===== src/acmp_pkg.sv =====
// Shared constants of the analog comparator control block.
// Assumes a 32-bit AHB-Lite register bus with one aligned word per register.
package acmp_pkg;

  // Register byte offsets.
  localparam logic [7:0] OFF_CTRL1 = 8'h00;
  localparam logic [7:0] OFF_CTRL2 = 8'h04;
  localparam logic [7:0] OFF_CTRL3 = 8'h08;
  localparam logic [7:0] OFF_STATUS = 8'h0c;
  localparam logic [7:0] OFF_FLAG2 = 8'h10;
  localparam logic [7:0] OFF_FLAG5 = 8'h14;
  localparam logic [7:0] OFF_ENA2 = 8'h18;
  localparam logic [7:0] OFF_ENA5 = 8'h1c;
  localparam logic [7:0] OFF_INTCTL = 8'h20;

  // Control register fields.
  localparam int ON_BIT = 7;
  localparam int OE_BIT = 6;
  localparam int POL_BIT = 5;
  localparam int EDGE_HI = 4;
  localparam int EDGE_LO = 3;
  localparam int REF_BIT = 2;
  localparam int CH_HI = 1;
  localparam int CH_LO = 0;

  // Edge selection codes.
  localparam logic [1:0] EDGE_NONE = 2'h0;
  localparam logic [1:0] EDGE_RISE = 2'h1;
  localparam logic [1:0] EDGE_FALL = 2'h2;
  localparam logic [1:0] EDGE_ANY = 2'h3;

  // Inverting input selection codes.
  localparam logic [1:0] CH_B = 2'h0;
  localparam logic [1:0] CH_C = 2'h1;
  localparam logic [1:0] CH_D = 2'h2;
  localparam logic [1:0] CH_FIXED = 2'h3;

  // Interrupt flag and enable positions.
  localparam int CMP1_IRQ_BIT = 5;
  localparam int CMP2_IRQ_BIT = 6;
  localparam int CMP3_IRQ_BIT = 5;
  localparam int PERIPH_EN_BIT = 6;
  localparam int GLOBAL_EN_BIT = 7;

  // Reset values.
  localparam logic [7:0] CTRL_RESET = 8'h1f;
  localparam logic STATUS_RESET = 1'h1;

endpackage


===== src/cmp_channel.sv =====
// One comparator channel: input selection, decision, polarity and edge event.
// Assumes analog levels arrive as unsigned codes synchronous to clk.
`timescale 1ns/1ns
module cmp_channel #(
  parameter int W = 10
) (
  // Clock and reset.
  input wire logic clk,
  input wire logic rst_b,
  // Control byte of this channel.
  input wire logic [7:0] ctrl,
  // Analog levels.
  input wire logic [W-1:0] pinA,
  input wire logic [W-1:0] pinB,
  input wire logic [W-1:0] pinC,
  input wire logic [W-1:0] pinD,
  input wire logic [W-1:0] ladderRef,
  input wire logic [W-1:0] fixedRef,
  // Results.
  output logic coutQ,
  output logic evtQ
);

  typedef struct packed {
    logic cout;
    logic evt;
  } chan_s;

  chan_s state_q;
  chan_s state_d;
  logic [W-1:0] plusLvl;
  logic [W-1:0] minusLvl;
  logic raw;
  logic rise;
  logic fall;

  always_comb begin
    state_d = state_q;
    unique case (ctrl[acmp_pkg::CH_HI:acmp_pkg::CH_LO])
      acmp_pkg::CH_B: minusLvl = pinB;
      acmp_pkg::CH_C: minusLvl = pinC;
      acmp_pkg::CH_D: minusLvl = pinD;
      acmp_pkg::CH_FIXED: minusLvl = fixedRef;
    endcase
    plusLvl = ctrl[acmp_pkg::REF_BIT] ? ladderRef : pinA;
    // A switched-off comparator parks its raw decision high, matching the reset status.
    raw = ctrl[acmp_pkg::ON_BIT] ? (plusLvl > minusLvl) : 1'b1;
    state_d.cout = raw ^ ctrl[acmp_pkg::POL_BIT];
    rise = state_d.cout & ~state_q.cout;
    fall = ~state_d.cout & state_q.cout;
    unique case (ctrl[acmp_pkg::EDGE_HI:acmp_pkg::EDGE_LO])
      acmp_pkg::EDGE_NONE: state_d.evt = 1'b0;
      acmp_pkg::EDGE_RISE: state_d.evt = rise;
      acmp_pkg::EDGE_FALL: state_d.evt = fall;
      acmp_pkg::EDGE_ANY: state_d.evt = rise | fall;
    endcase
  end

  always_ff @(posedge clk or negedge rst_b) begin
    if (!rst_b) begin
      state_q <= '{cout: acmp_pkg::STATUS_RESET, evt: 1'b0};
    end else begin
      state_q <= state_d;
    end
  end

  assign coutQ = state_q.cout;
  assign evtQ = state_q.evt;
endmodule // cmp_channel


===== src/analog_comparator_control.sv =====
// Control and status logic of three analog comparators behind an AHB-Lite slave.
// Assumes analog levels are presented as unsigned codes synchronous to clk.
//
// The register offsets and the AHB-Lite interface to the registers were left to the implementer.
`timescale 1ns/1ns
module analog_comparator_control #(
  parameter int W = 10,
  parameter logic [W-1:0] FIXED_REF = 10'h07b
) (
  // Clock and reset.
  input wire logic clk,
  input wire logic rst_b,
  // AHB-Lite slave.
  input wire logic hsel,
  input wire logic [31:0] haddr,
  input wire logic [1:0] htrans,
  input wire logic hwrite,
  input wire logic [2:0] hsize,
  input wire logic [31:0] hwdata,
  input wire logic hready,
  output logic hreadyout,
  output logic hresp,
  output logic [31:0] hrdata,
  // Analog levels per comparator, and the ladder level shared by all three.
  input wire logic [2:0][W-1:0] pinA,
  input wire logic [2:0][W-1:0] pinB,
  input wire logic [2:0][W-1:0] pinC,
  input wire logic [2:0][W-1:0] pinD,
  input wire logic [W-1:0] ladderRef,
  // Remappable pin outputs.
  output logic [2:0] pinOut,
  output logic [2:0] pinOutEn,
  // Interrupt request.
  output logic irqReq
);

  typedef struct packed {
    logic dataPhase;
    logic dataWrite;
    logic [7:0] dataAddr;
    logic [31:0] rdata;
    logic [2:0][7:0] ctrl;
    logic [2:0] flag;
    logic [2:0] flagEn;
    logic periphEn;
    logic globalEn;
  } regs_s;

  regs_s state_q;
  regs_s state_d;
  logic [2:0] coutQ;
  logic [2:0] evtQ;
  logic addrPhase;
  logic wrFlag2;
  logic wrFlag5;
  logic wrEna2;
  logic wrEna5;
  logic wrIntCtl;
  logic [2:0] wrCtrl;

  function automatic logic [7:0] ctrlOff(input int i);
    ctrlOff = acmp_pkg::OFF_CTRL1 + 8'(4 * i);
  endfunction

  function automatic logic hitWrite(input regs_s s, input logic [7:0] off);
    hitWrite = s.dataPhase && s.dataWrite && s.dataAddr == off;
  endfunction

  function automatic logic [31:0] readReg(input regs_s s, input logic [7:0] a, input logic [2:0] cout);
    readReg = 32'h0000_0000;
    for (int i = 0; i < 3; i++) begin
      if (a == ctrlOff(i)) begin
        readReg[7:0] = s.ctrl[i];
      end
    end
    unique case (a)
      acmp_pkg::OFF_STATUS: readReg[2:0] = cout;
      acmp_pkg::OFF_FLAG2: begin
        readReg[acmp_pkg::CMP1_IRQ_BIT] = s.flag[0];
        readReg[acmp_pkg::CMP2_IRQ_BIT] = s.flag[1];
      end
      acmp_pkg::OFF_FLAG5: readReg[acmp_pkg::CMP3_IRQ_BIT] = s.flag[2];
      acmp_pkg::OFF_ENA2: begin
        readReg[acmp_pkg::CMP1_IRQ_BIT] = s.flagEn[0];
        readReg[acmp_pkg::CMP2_IRQ_BIT] = s.flagEn[1];
      end
      acmp_pkg::OFF_ENA5: readReg[acmp_pkg::CMP3_IRQ_BIT] = s.flagEn[2];
      acmp_pkg::OFF_INTCTL: begin
        readReg[acmp_pkg::PERIPH_EN_BIT] = s.periphEn;
        readReg[acmp_pkg::GLOBAL_EN_BIT] = s.globalEn;
      end
      default: readReg[31:8] = 24'h00_0000;
    endcase
  endfunction

  // Each comparator runs on its own control byte and edge detector.
  for (genvar g = 0; g < 3; g++) begin : gCh
    cmp_channel #(.W(W)) uChannel (
      .clk(clk),
      .rst_b(rst_b),
      .ctrl(state_q.ctrl[g]),
      .pinA(pinA[g]),
      .pinB(pinB[g]),
      .pinC(pinC[g]),
      .pinD(pinD[g]),
      .ladderRef(ladderRef),
      .fixedRef(FIXED_REF),
      .coutQ(coutQ[g]),
      .evtQ(evtQ[g])
    );
  end

  assign addrPhase = hsel && hready && htrans[1];
  assign wrFlag2 = hitWrite(state_q, acmp_pkg::OFF_FLAG2);
  assign wrFlag5 = hitWrite(state_q, acmp_pkg::OFF_FLAG5);
  assign wrEna2 = hitWrite(state_q, acmp_pkg::OFF_ENA2);
  assign wrEna5 = hitWrite(state_q, acmp_pkg::OFF_ENA5);
  assign wrIntCtl = hitWrite(state_q, acmp_pkg::OFF_INTCTL);

  always_comb begin
    state_d = state_q;
    for (int i = 0; i < 3; i++) begin
      wrCtrl[i] = hitWrite(state_q, ctrlOff(i));
    end
    state_d.dataPhase = addrPhase;
    state_d.dataWrite = addrPhase && hwrite;
    state_d.dataAddr = addrPhase ? haddr[7:0] : state_q.dataAddr;
    // Software writes land first, so a hardware event in the same cycle wins over a clear.
    if (wrFlag2) begin
      state_d.flag[0] = hwdata[acmp_pkg::CMP1_IRQ_BIT];
      state_d.flag[1] = hwdata[acmp_pkg::CMP2_IRQ_BIT];
    end
    if (wrFlag5) begin
      state_d.flag[2] = hwdata[acmp_pkg::CMP3_IRQ_BIT];
    end
    if (wrEna2) begin
      state_d.flagEn[0] = hwdata[acmp_pkg::CMP1_IRQ_BIT];
      state_d.flagEn[1] = hwdata[acmp_pkg::CMP2_IRQ_BIT];
    end
    if (wrEna5) begin
      state_d.flagEn[2] = hwdata[acmp_pkg::CMP3_IRQ_BIT];
    end
    if (wrIntCtl) begin
      state_d.periphEn = hwdata[acmp_pkg::PERIPH_EN_BIT];
      state_d.globalEn = hwdata[acmp_pkg::GLOBAL_EN_BIT];
    end
    for (int i = 0; i < 3; i++) begin
      if (wrCtrl[i]) begin
        state_d.ctrl[i] = hwdata[7:0];
        if (hwdata[acmp_pkg::EDGE_HI:acmp_pkg::EDGE_LO] == acmp_pkg::EDGE_ANY) begin
          state_d.flag[i] = 1'b1;
        end
      end
      if (evtQ[i]) begin
        state_d.flag[i] = 1'b1;
      end
    end
    // Reads see the writes of the previous data phase, so write-then-read is coherent.
    if (addrPhase && !hwrite) begin
      state_d.rdata = readReg(state_d, haddr[7:0], coutQ);
    end
  end

  always_ff @(posedge clk or negedge rst_b) begin
    if (!rst_b) begin
      state_q <= '0;
      state_q.ctrl <= {3{acmp_pkg::CTRL_RESET}};
    end else begin
      state_q <= state_d;
    end
  end

  // The slave never stalls and never errors.
  assign hreadyout = 1'b1;
  assign hresp = 1'b0;
  assign hrdata = state_q.rdata;

  always_comb begin
    for (int i = 0; i < 3; i++) begin
      pinOutEn[i] = state_q.ctrl[i][acmp_pkg::OE_BIT];
      pinOut[i] = pinOutEn[i] & coutQ[i];
    end
  end

  // The flag is set regardless; only the request is gated.
  assign irqReq = |(state_q.flag & state_q.flagEn) && state_q.periphEn && state_q.globalEn;
endmodule // analog_comparator_control


===== config.mk =====
export PLATFORM = sky130hd
export DESIGN_NAME = analog_comparator_control
export DESIGN_NICKNAME = d
export VERILOG_FILES = /design/src/acmp_pkg.sv /design/src/cmp_channel.sv /design/src/analog_comparator_control.sv
export SDC_FILE = /design/constraint.sdc
export NUM_CORES = 1
export LEC_CHECK = 0
export BUFFER_PORTS_ARGS = -buffer_cell sky130_fd_sc_hd__buf_2
export CAP_MARGIN = 30
export CORE_MARGIN = 4
export CORE_UTILIZATION = 40
export DETAILED_ROUTE_END_ITERATION = 16
export GPL_ROUTABILITY_DRIVEN = 0
export HOLD_SLACK_MARGIN = 0.12
export PLACE_DENSITY = 0.8
export SYNTH_ARGS = -nofsm -noshare
export SYNTH_HDL_FRONTEND = slang
export SYNTH_HIERARCHICAL = 1
export SYNTH_SLANG_ARGS = --single-unit
export TNS_END_PERCENT = 10

===== constraint.sdc =====
create_clock -name clk -period 6.05 [get_ports clk]
set_clock_uncertainty 0.15 [all_clocks]
set_input_delay 0.3025 -clock clk [delete_from_list [all_inputs] [get_ports clk]]
set_output_delay 0.3025 -clock clk [all_outputs]
set_load 0.005 [all_outputs]

==> results of run 1 <==
## worst register-to-register path, cell delays in order (launching register included)
cell and delay, ps:
dfstp_2 740, mux4_2 540, inv_1 60, ha_1 250
a21oi_2 160, o21ai_1 110, a221oi_2 440, o21ai_2 140
xor2_1 160, ha_1 270, mux2i_1 70, a221oi_2 260
o311ai_1 140
## metal layers
layer,vias up,GRT usage (%),wire length (um)
met4,0,5.528,281
met2,211,35.70,7894
met3,25,3.296,1201
met1,2158,23.04,5732
met5,-,0,0
li1,2096,-,-
## area by class of cell
class	count	area [um^2]
fill	1173	6364
multi-input combinational	383	3483
sequential	56	1424
timing repair buffer	170	860.8
tap	172	215.2
inverter	45	168.9
clock buffer	5	125.1
clock inverter	3	22.52
antenna	3	7.507
## how the worst max path moves through the flow
stage                 from              endpoint  slack (ps)  cells past startpoint
2_1_floorplan  state_q[25]  gCh[2].uChannel/evtQ        2770                     13
3_3_place_gp    state_q[9]  gCh[0].uChannel/evtQ        2430                     12
3_5_place_dp   state_q[25]  gCh[2].uChannel/evtQ        2380                     12
4_1_cts        state_q[25]  gCh[2].uChannel/evtQ        2370                     12
5_1_grt        state_q[17]  gCh[1].uChannel/evtQ        2170                     12
6_report        state_q[9]  gCh[0].uChannel/evtQ        2390                     12
## kinds of logic after synthesis
group	after synthesis	share of synthesized area (%)
compound gates	79	11.81
xor+xnor	6	1.008
fa+ha+maj	33	7.921
buf+inv	96	10.03
flops	56	27.32
mux	95	27.34
other cells	2	0.1441
simple gates	114	14.43
## sequential cells by signal, indices dropped and copies added (netlist names)
register and count:
gCh.uChannel/coutQ 3, gCh.uChannel/evtQ 3, hrdata 8, pinOutEn 3
state_q 39
## layout by cell type, fill, tap and decap left out, types with 5 or more instances in the layout
cell,n
nand3_1,11
nor2_1,11
xor2_1,6
dfstp_2,18
a21oi_1,23
nand2_1,31
clkbuf_16,5
buf_2,166
inv_1,45
mux2i_1,7
mux2_4,7
a22oi_1,5
conb_1,56
dfrtp_1,38
a221oi_2,7
ha_1,33
mux4_2,30
nand4_1,12
mux2_2,49
o21ai_0,6
## repair_timing
item	4_1_cts	5_1_grt
endpoints found under the hold margin	38	0
setup buffers	0	0
hold buffers	1	0
## power breakdown
group          total, mW  switching (mW)  internal [mW]
Sequential         0.482          0.0625          0.419
Combinational      0.356           0.169          0.187
Clock              0.290           0.135          0.155
Total               1.13           0.367          0.761
==> impl_metrics.ini, run 1 <==
[status]
status = finished, final reports clean

[cells_and_area]
stdcell_count = 837
final_nets = 898
post-route-util_pct = 49.78
syn_to_final_growth_pct = 21.00
drive_above_1_share_pct = 47.58
final_cell_area_mm2 = 0.006307

[setup_path]
slowest_stage = dfstp_2
required_ps = 6050
worstPathArrival_ps = 3650
cpPeakStageDelay_ps = 740
rr_startpoint = state_q[9]
regToRegEndpoint = gCh[0].uChannel/evtQ
critical_path.max_fanout = 11
start_kind = flop
rrSetupSlack_ps = 2390
path_cells = mux4_2 -> inv_1 -> ha_1 -> a21oi_2 -> o21ai_1 -> a221oi_2 -> o21ai_2 -> xor2_1 -> ha_1 -> mux2i_1 -> a221oi_2 -> o311ai_1
crit_family = compound AO/OA/AOI/OAI gates
crit_type = flop to flop
rr_worst_depth = 12
crit_buf_inv = 1
end_kind = flop

[power_and_ir_drop]
total_power_mw = 1.128
p_per_area_mw_per_mm2 = 178.9
peakVddDrop_mv = 0.1459
p_leak_nw = 2.956

[global_route]
grt_pass1_vias = 4353
grt_pass1_wl_um = 22310
grt_overflow_total = 0
antenna_found_initial = 3
grt_use_total_pct = 19.35
grt_max_degree = 57

[yosys]
synth_cell_types = 63
synth_top_area_cell = dfrtp_1
synthTopCellsByArea = dfrtp_1 (18%), mux4_2 (13%), mux2_2 (11%), dfstp_2 (9.1%), ha_1 (7.9%)
ys_seq_elements = 56
synth.yosys.seq_area_share_pct = 27.32
synth_top_cells_by_count = mux2_2 (49), inv_1 (45), buf_4 (41)
synth_top_area_share_pct = 18.24
synth_cells = 481
async_flop_share_pct = 100.0
yosys_warnings = 6
synth_ff_type = dfrtp_1
syn_area_mm2 = 0.005212
synth_edf_count = 0
avgSynthCellArea_um2 = 10.84
synth.most_common_cell = mux2_2

[floorplanning]
rows = 41
die-area_mm2 = 0.01492
start_util_pct = 41.14
die_height_um = 122.2
die_w_um = 122.2
ios = 245
core_area_mm2 = 0.01267

[timing]
fin_tns_setup_ps = 0
setup_slack_ps = 2395
max_freq_ghz = 0.2736
finalSetupViolCount = 0
finalCriticalPeriod_ps = 3655
hold_violations = 0
grt_setup_unrepaired = no
slew_violations = 0
worstMarginPinSlew_ps = 889.2
max_slew_margin_pct = 40.18
period_share_pct = 60.42
timing.hold.ws_ps = 127.9

[flow_run]
maxCapViolCount = 0

[detailed_routing]
drc = 0
drtPass1Iterations = 6
post_drt_via_cell_ratio = 5.364
drt_iter0_drc = 269
vias = 4490
wirelength_um = 15110
ant_nets = 0
wire_per_inst_um = 18.05

[worst_hold_path]
hold_depth = 3
hp-start = hwrite
hp-class = input port to flop
holdPathEnd = state_q[72]

[placed_design]
detailed_place_hpwl_um = 12720
dp_slack_ps = 2377
place_inst = 824
io_buffers = 166
place_area_mm2 = 0.006137

[clocking]
cts.clk_slew.worst_paths_ps = 70
cts_tree = yes
cts_buffer_depth = 2
cts_htree_levels = 2
ctsResizeCount = 0
clkSinkCount = 56
cts_buffers = 5
clk_latency_ps = 300
root_buffer = clkbuf_16
Power figures use the tool's default switching activity.
==> run 2, diff against run 1 <==
--- a/config.mk
+++ b/config.mk
@@ -5,6 +5,7 @@
 export SDC_FILE = /design/constraint.sdc
 export NUM_CORES = 1
 export LEC_CHECK = 0
+export ABC_AREA = 1
 export BUFFER_PORTS_ARGS = -buffer_cell sky130_fd_sc_hd__buf_2
 export CAP_MARGIN = 30
 export CORE_MARGIN = 4
@@ -12,7 +13,7 @@
 export DETAILED_ROUTE_END_ITERATION = 16
 export GPL_ROUTABILITY_DRIVEN = 0
 export HOLD_SLACK_MARGIN = 0.12
-export PLACE_DENSITY = 0.8
+export PLACE_DENSITY = 0.83
 export SYNTH_ARGS = -nofsm -noshare
 export SYNTH_HDL_FRONTEND = slang
 export SYNTH_HIERARCHICAL = 1
==> constraint.sdc (replaced) <==
create_clock -name clk -period 3.25 [get_ports clk]
set_clock_uncertainty 0.15 [all_clocks]
set_input_delay 0.1625 -clock clk [delete_from_list [all_inputs] [get_ports clk]]
set_output_delay 0.1625 -clock clk [all_outputs]
set_load 0.005 [all_outputs]
==> impl_metrics.ini, run 2 <==
[cells_and_area]
drive_above_1_share_pct = 32.84
syn_to_final_growth_pct = 23.47
layout_commonest_cell = nand2_1
largest_reg_flops = 39
stdcell_count = 1110
final_cell_area_mm2 = 0.006530
final_cell_mix = nand2_1 (222), buf_2 (166), inv_1 (69), o21ai_1 (62), nand3_1 (57)
final_nets = 1174
post-route-util_pct = 51.12
num_antenna_cells = 0
top_register = state_q

[timing]
hold_violations = 0
period_share_pct = 91.19
slew_violations = 0
setup_slack_ps = 286.3
max_freq_ghz = 0.3374
finalSetupViolCount = 0
max_slew_margin_pct = 38.39
finalCriticalPeriod_ps = 2964
grt_setup_unrepaired = no
fin_tns_setup_ps = 0
worstMarginPinSlew_ps = 915.7

[setup_path]
critical_path.max_fanout = 12
crit_type = flop to flop
crit_path_end = gCh[1].uChannel/evtQ
start_kind = flop
worstPathArrival_ps = 3060
end_kind = flop
path_cells = inv_2 -> nor2_2 -> nand2_1 -> nand3_1 -> o21ai_1 -> ha_1 -> nand2_1 -> nand2_1 -> nand2_1 -> nand2_1 -> nand2_1 -> nand3_2 -> nand2_2 -> nand2_2 -> nand2_2 -> nand2_1 -> ha_1 -> nand3b_1 -> nand3_2
rr_worst_depth = 19
cpMostUsedCell = nand2_1
crit_start = state_q[17]
regToRegEndpoint = gCh[1].uChannel/evtQ
rr_startpoint = state_q[17]
cpPeakStageDelay_ps = 560
required_ps = 3340
slowest_stage = dfstp_2
rrSetupSlack_ps = 290

[yosys]
synth_cells = 740
synthTopCellsByArea = dfrtp_1 (18%), nand2_1 (16%), dfstp_2 (8.9%), ha_1 (7.8%), o21ai_1 (5.9%)
synth_top_area_cell = dfrtp_1
ys_seq_elements = 56
synth_edf_count = 0
yosys_warnings = 6
async_flop_share_pct = 100.0
syn_area_mm2 = 0.005289
synth.yosys.seq_area_share_pct = 26.92
synth_top_area_share_pct = 17.98
avgSynthCellArea_um2 = 7.147
synth_cell_types = 39
synth_ff_type = dfrtp_1
synth.most_common_cell = nand2_1
synth_top_cells_by_count = nand2_1 (222), inv_1 (69), o21ai_1 (62)

[detailed_routing]
ant_nets = 0
wirelength_um = 14930
vias = 5307
post_drt_via_cell_ratio = 4.781
wire_per_inst_um = 13.45
drt_iter0_drc = 327
drc = 0
drtPass1Iterations = 5

[placed_design]
detailed_place_hpwl_um = 12290
place_inst = 1084
dp_slack_ps = 290.2
place_area_mm2 = 0.006197
io_buffers = 166

[status]
status = finished, final reports clean

[floorplanning]
die_w_um = 123.0
rows = 41
start_util_pct = 41.40
die-area_mm2 = 0.01513
die_height_um = 123.0
core_area_mm2 = 0.01277
ios = 245

[global_route]
grt_max_degree = 33
grt_overflow_total = 0
grt_use_total_pct = 19.10
grt_pass1_wl_um = 23310
antenna_found_initial = 0
grt_pass1_vias = 5032

[clocking]
root_buffer = clkbuf_16
ctsResizeCount = 0
cts_buffer_depth = 2
clkSinkCount = 56
clk_latency_ps = 300
cts_buffers = 5
cts_htree_levels = 2
cts_tree = yes
cts.clk_slew.worst_paths_ps = 80

[power_and_ir_drop]
pwr-share-seq_pct = 42.0
pwr-share-clk_pct = 30.5
switching_share_pct = 32.01
pwr-share-comb_pct = 27.4
p_leak_nw = 3.685
p_int_mw = 1.262
switchingPower_mw = 0.5943
peakVddDrop_mv = 0.3050
p_per_area_mw_per_mm2 = 284.3

[worst_hold_path]
hp-class = input port to flop

[flow_run]
maxCapViolCount = 0
## run 2: layout make-up
class / instances / area [um^2]
Fill cell: 1237 / 6243
Multi-Input combinational cell: 602 / 3390
Sequential cell: 56 / 1424
Timing Repair Buffer: 186 / 1026
Inverter: 86 / 322.8
Tap cell: 172 / 215.2
Clock buffer: 5 / 125.1
Clock inverter: 3 / 27.53
## run 2: cells by family (layout without fill, tap and decap cells)
kind of cell	count (synthesis)	after routing	synth area share, %
flops	56	56	26.92
other cells	2	56	0.1420
buf+inv	136	280	12.82
mux	30	30	6.317
simple gates	377	377	34.82
fa+ha+maj	33	33	7.807
compound gates	106	106	11.17
## run 2: power by group through the flow
stage | sequential, mW | combinational, mW | clock (mW)
2_1_floorplan | 0.780 | 0.343 | 0
6_report | 0.780 | 0.510 | 0.567
3_3_place_gp | 0.792 | 0.477 | 0
5_1_grt | 0.786 | 0.581 | 0.604
3_5_place_dp | 0.792 | 0.490 | 0
4_1_cts | 0.780 | 0.511 | 0.576
## run 2: worst max-delay path, delay by kind of cell, from the launching register on
kind / cells / cell delay, ps
and+or+nand+nor: 15 / 1460
adders and majority gates: 2 / 570
DFF: 1 / 560
buffers and inverters: 1 / 100
AOI/OAI and AO/OA: 1 / 80
## run 2: what timing repair did
action                                  CTS  global route
setup buffers                             0             0
hold buffers                             18             0
endpoints found under the setup margin    0             0
endpoints found under the hold margin    57             0
## run 2: how the worst min path moves through the flow
| stage | cells after the start | from | end |
|---|---|---|---|
| after global placement | 1 | rst_b | state_q[72] |
| after floorplan | 0 | rst_b | gCh[0].uChannel/evtQ |
| after global routing | 3 | hready | state_q[72] |
| after CTS | 3 | hready | state_q[72] |
| final | 3 | hready | state_q[72] |
| after detailed placement | 1 | rst_b | state_q[69] |
## run 2: metrics by stage
step	hold WS, ps	power, mW
4_1_cts	227.3	1.867
2_1_floorplan	-283.1	1.123
3_3_place_gp	107.6	1.269
5_1_grt	267.5	1.971
6_report	229.6	1.857
3_5_place_dp	123.6	1.283
## run 2: routing by layer
layer	wire length, um	global-route usage [%]
met1	5938	21.83
met2	7815	37.21
met3	1037	2.653
met4	142	4.498
met5	0	0
==> run 3, diff against run 2 <==
--- a/config.mk
+++ b/config.mk
@@ -13,9 +13,8 @@
 export DETAILED_ROUTE_END_ITERATION = 16
 export GPL_ROUTABILITY_DRIVEN = 0
 export HOLD_SLACK_MARGIN = 0.12
-export PLACE_DENSITY = 0.83
+export PLACE_DENSITY = 0.84
 export SYNTH_ARGS = -nofsm -noshare
 export SYNTH_HDL_FRONTEND = slang
-export SYNTH_HIERARCHICAL = 1
 export SYNTH_SLANG_ARGS = --single-unit
 export TNS_END_PERCENT = 10
==> impl_metrics.ini, run 3 <==
[placed_design]
io_buffers = 166
detailed_place_hpwl_um = 11640
dp_slack_ps = 312.0

[power_and_ir_drop]
switching_share_pct = 30.19
peakVddDrop_mv = 0.2506
switchingPower_mw = 0.5378
p_int_mw = 1.243
pwr-share-seq_pct = 44.8
pwr-share-comb_pct = 24.4
pwr-share-clk_pct = 30.8
p_leak_nw = 3.398
p_per_area_mw_per_mm2 = 295.4

[timing]
period_share_pct = 90.60
grt_setup_unrepaired = no
hold_violations = 0
setup_slack_ps = 305.4
finalCriticalPeriod_ps = 2945
fin_tns_setup_ps = 0
max_slew_margin_pct = 53.13
worstMarginPinSlew_ps = 703.1
slew_violations = 0
max_freq_ghz = 0.3396
finalSetupViolCount = 0

[clocking]
cts.clk_slew.worst_paths_ps = 80
cts_buffers = 5
clk_latency_ps = 290
root_buffer = clkbuf_16
clkSinkCount = 56
ctsResizeCount = 0
cts_htree_levels = 2
cts_buffer_depth = 2
hold_buffers = 18
postCtsSetupRepairBufs = 0
cts_tree = yes

[yosys]
yosys_warnings = 0
async_flop_share_pct = 100.0
synth_top_area_cell = dfrtp_1
synthTopCellsByArea = dfrtp_1 (19%), nand2_1 (13%), dfstp_2 (9.6%), ha_1 (8.4%), inv_1 (6.7%)
synth.yosys.seq_area_share_pct = 29.00
synth_ff_type = dfrtp_1
synth_cell_types = 32
synth.most_common_cell = nand2_1
synth_cells = 680
synth_top_cells_by_count = nand2_1 (173), inv_1 (88), nor2_1 (64)
syn_area_mm2 = 0.004910
avgSynthCellArea_um2 = 7.220
synth_top_area_share_pct = 19.37
synth_edf_count = 0
ys_seq_elements = 56

[detailed_routing]
wirelength_um = 14150
drt_iter0_drc = 275
dr.max_layer_used = met4
met2_length_um = 7090
vias = 4959
drtPass1Iterations = 4
dr_wl_met3_um = 908
wire_per_inst_um = 14.15
wl_met1_um = 5696
ant_nets = 0
drc = 0
post_drt_via_cell_ratio = 4.959

[setup_path]
required_ps = 3340
start_kind = flop
critical_path.max_fanout = 6
crit_type = flop to flop
end_kind = flop
worstPathArrival_ps = 3030

[cells_and_area]
num_antenna_cells = 0
drive_above_1_share_pct = 31.65
final_cell_mix = nand2_1 (173), buf_2 (166), inv_1 (88), nor2_1 (64), nand3_1 (55)
layout_commonest_cell = nand2_1
largest_reg_flops = 39
top_register = state_q
syn_to_final_growth_pct = 22.83
final_nets = 1089

[floorplanning]
core_area_mm2 = 0.01201
die_w_um = 118.8
rows = 40
start_util_pct = 40.88
ios = 245
die-area_mm2 = 0.01411
die_height_um = 118.8

[worst_hold_path]
hp-class = input port to async pin

[global_route]
grt_max_degree = 32
grt_overflow_total = 0
antenna_found_initial = 0
grt_pass1_wl_um = 22160
grt_use_total_pct = 19.08
grt_pass1_vias = 4841

[flow_run]
maxCapViolCount = 0

[status]
status = finished, final reports clean
-- run 3: changes by cell type after synthesis, moves of 11 or more --
cell | previous run | this run
or2_2 | 1 | 20
inv_2 | 15 | 3
nor2_1 | 20 | 64
inv_1 | 69 | 88
nand2_2 | 19 | 3
nand2_1 | 222 | 173
o21ai_1 | 62 | 13
o221ai_1 | 0 | 15
nand3_2 | 12 | 1
-- run 3: worst max-delay path, cell delays in order, from the launching register on --
cell	delay, ps
dfstp_2	560
inv_1	70
nor2_1	270
inv_1	170
o221ai_1	210
ha_1	280
nand2_1	90
inv_1	40
nand2_1	50
nand2_1	40
nand2_1	50
nand3_1	60
nand2_1	110
nand2_1	60
nand2_1	100
nand2_1	70
ha_1	270
nand3b_1	150
nand3_1	80
-- run 3: power by group through the flow --
stage	combinational, mW	sequential, mW	clock [mW]
after global routing	0.493	0.805	0.585
after global placement	0.402	0.809	0
final	0.434	0.798	0.549
after detailed placement	0.416	0.810	0
after CTS	0.434	0.799	0.560
after floorplan	0.277	0.794	0
-- run 3: worst paths after layout --
path / from / endpoint / slack [ps] / cells past startpoint
setup / recovery: state_q[17] / gCh[1].uChannel.evtQ / 310 / 18
hold / removal: rst_b / hrdata[6] / 290 / 2
setup reg to reg: state_q[17] / gCh[1].uChannel.evtQ / 310 / 18
hold reg to reg: hrdata[7] / hrdata[7] / 330 / 2
max in group asynchronous: rst_b / state_q[8] / 1810 / 3
min in group clk: htrans[1] / state_q[72] / 290 / 3
-- run 3: cells by family (layout without fill, tap and decap cells) --
| group | count (synthesis) | after routing | synth area share, % |
|---|---|---|---|
| other cells | 2 | 26 | 0.1530 |
| compound gates | 75 | 75 | 9.990 |
| fa+ha+maj | 33 | 33 | 8.410 |
| buf+inv | 136 | 285 | 13.69 |
| flops | 56 | 56 | 29.00 |
| mux | 27 | 27 | 6.193 |
| simple gates | 351 | 351 | 32.57 |
-- run 3: layout make-up --
type / instances / area (um^2)
well taps: 147 / 183.9
inverters: 91 / 341.6
repair buffers: 186 / 1026
fillers: 1163 / 5981
clock inverters: 3 / 26.28
clock buffers: 5 / 125.1
multi-input cells: 512 / 2904
flip-flops and latches: 56 / 1424
-- run 3: per-layer routing --
layer,up-vias,global-route usage [%]
met5,-,0
met4,0,6.807
met3,32,3.828
met2,196,35.56
met1,2225,21.36
li1,2506,-
-- run 3: stage by stage --
stage,area [um^2],hold WS (ps),power (mW),util [%],cells
3_5_place_dp,5699,102.7,1.226,47.45,974
5_1_grt,6031,359.7,1.883,50.21,1000
2_1_floorplan,5000,-283.1,1.071,-,704
6_report,6031,287.7,1.781,50.21,1000
4_1_cts,6031,281.7,1.793,50.21,1000
3_3_place_gp,5699,81.71,1.211,47.45,974
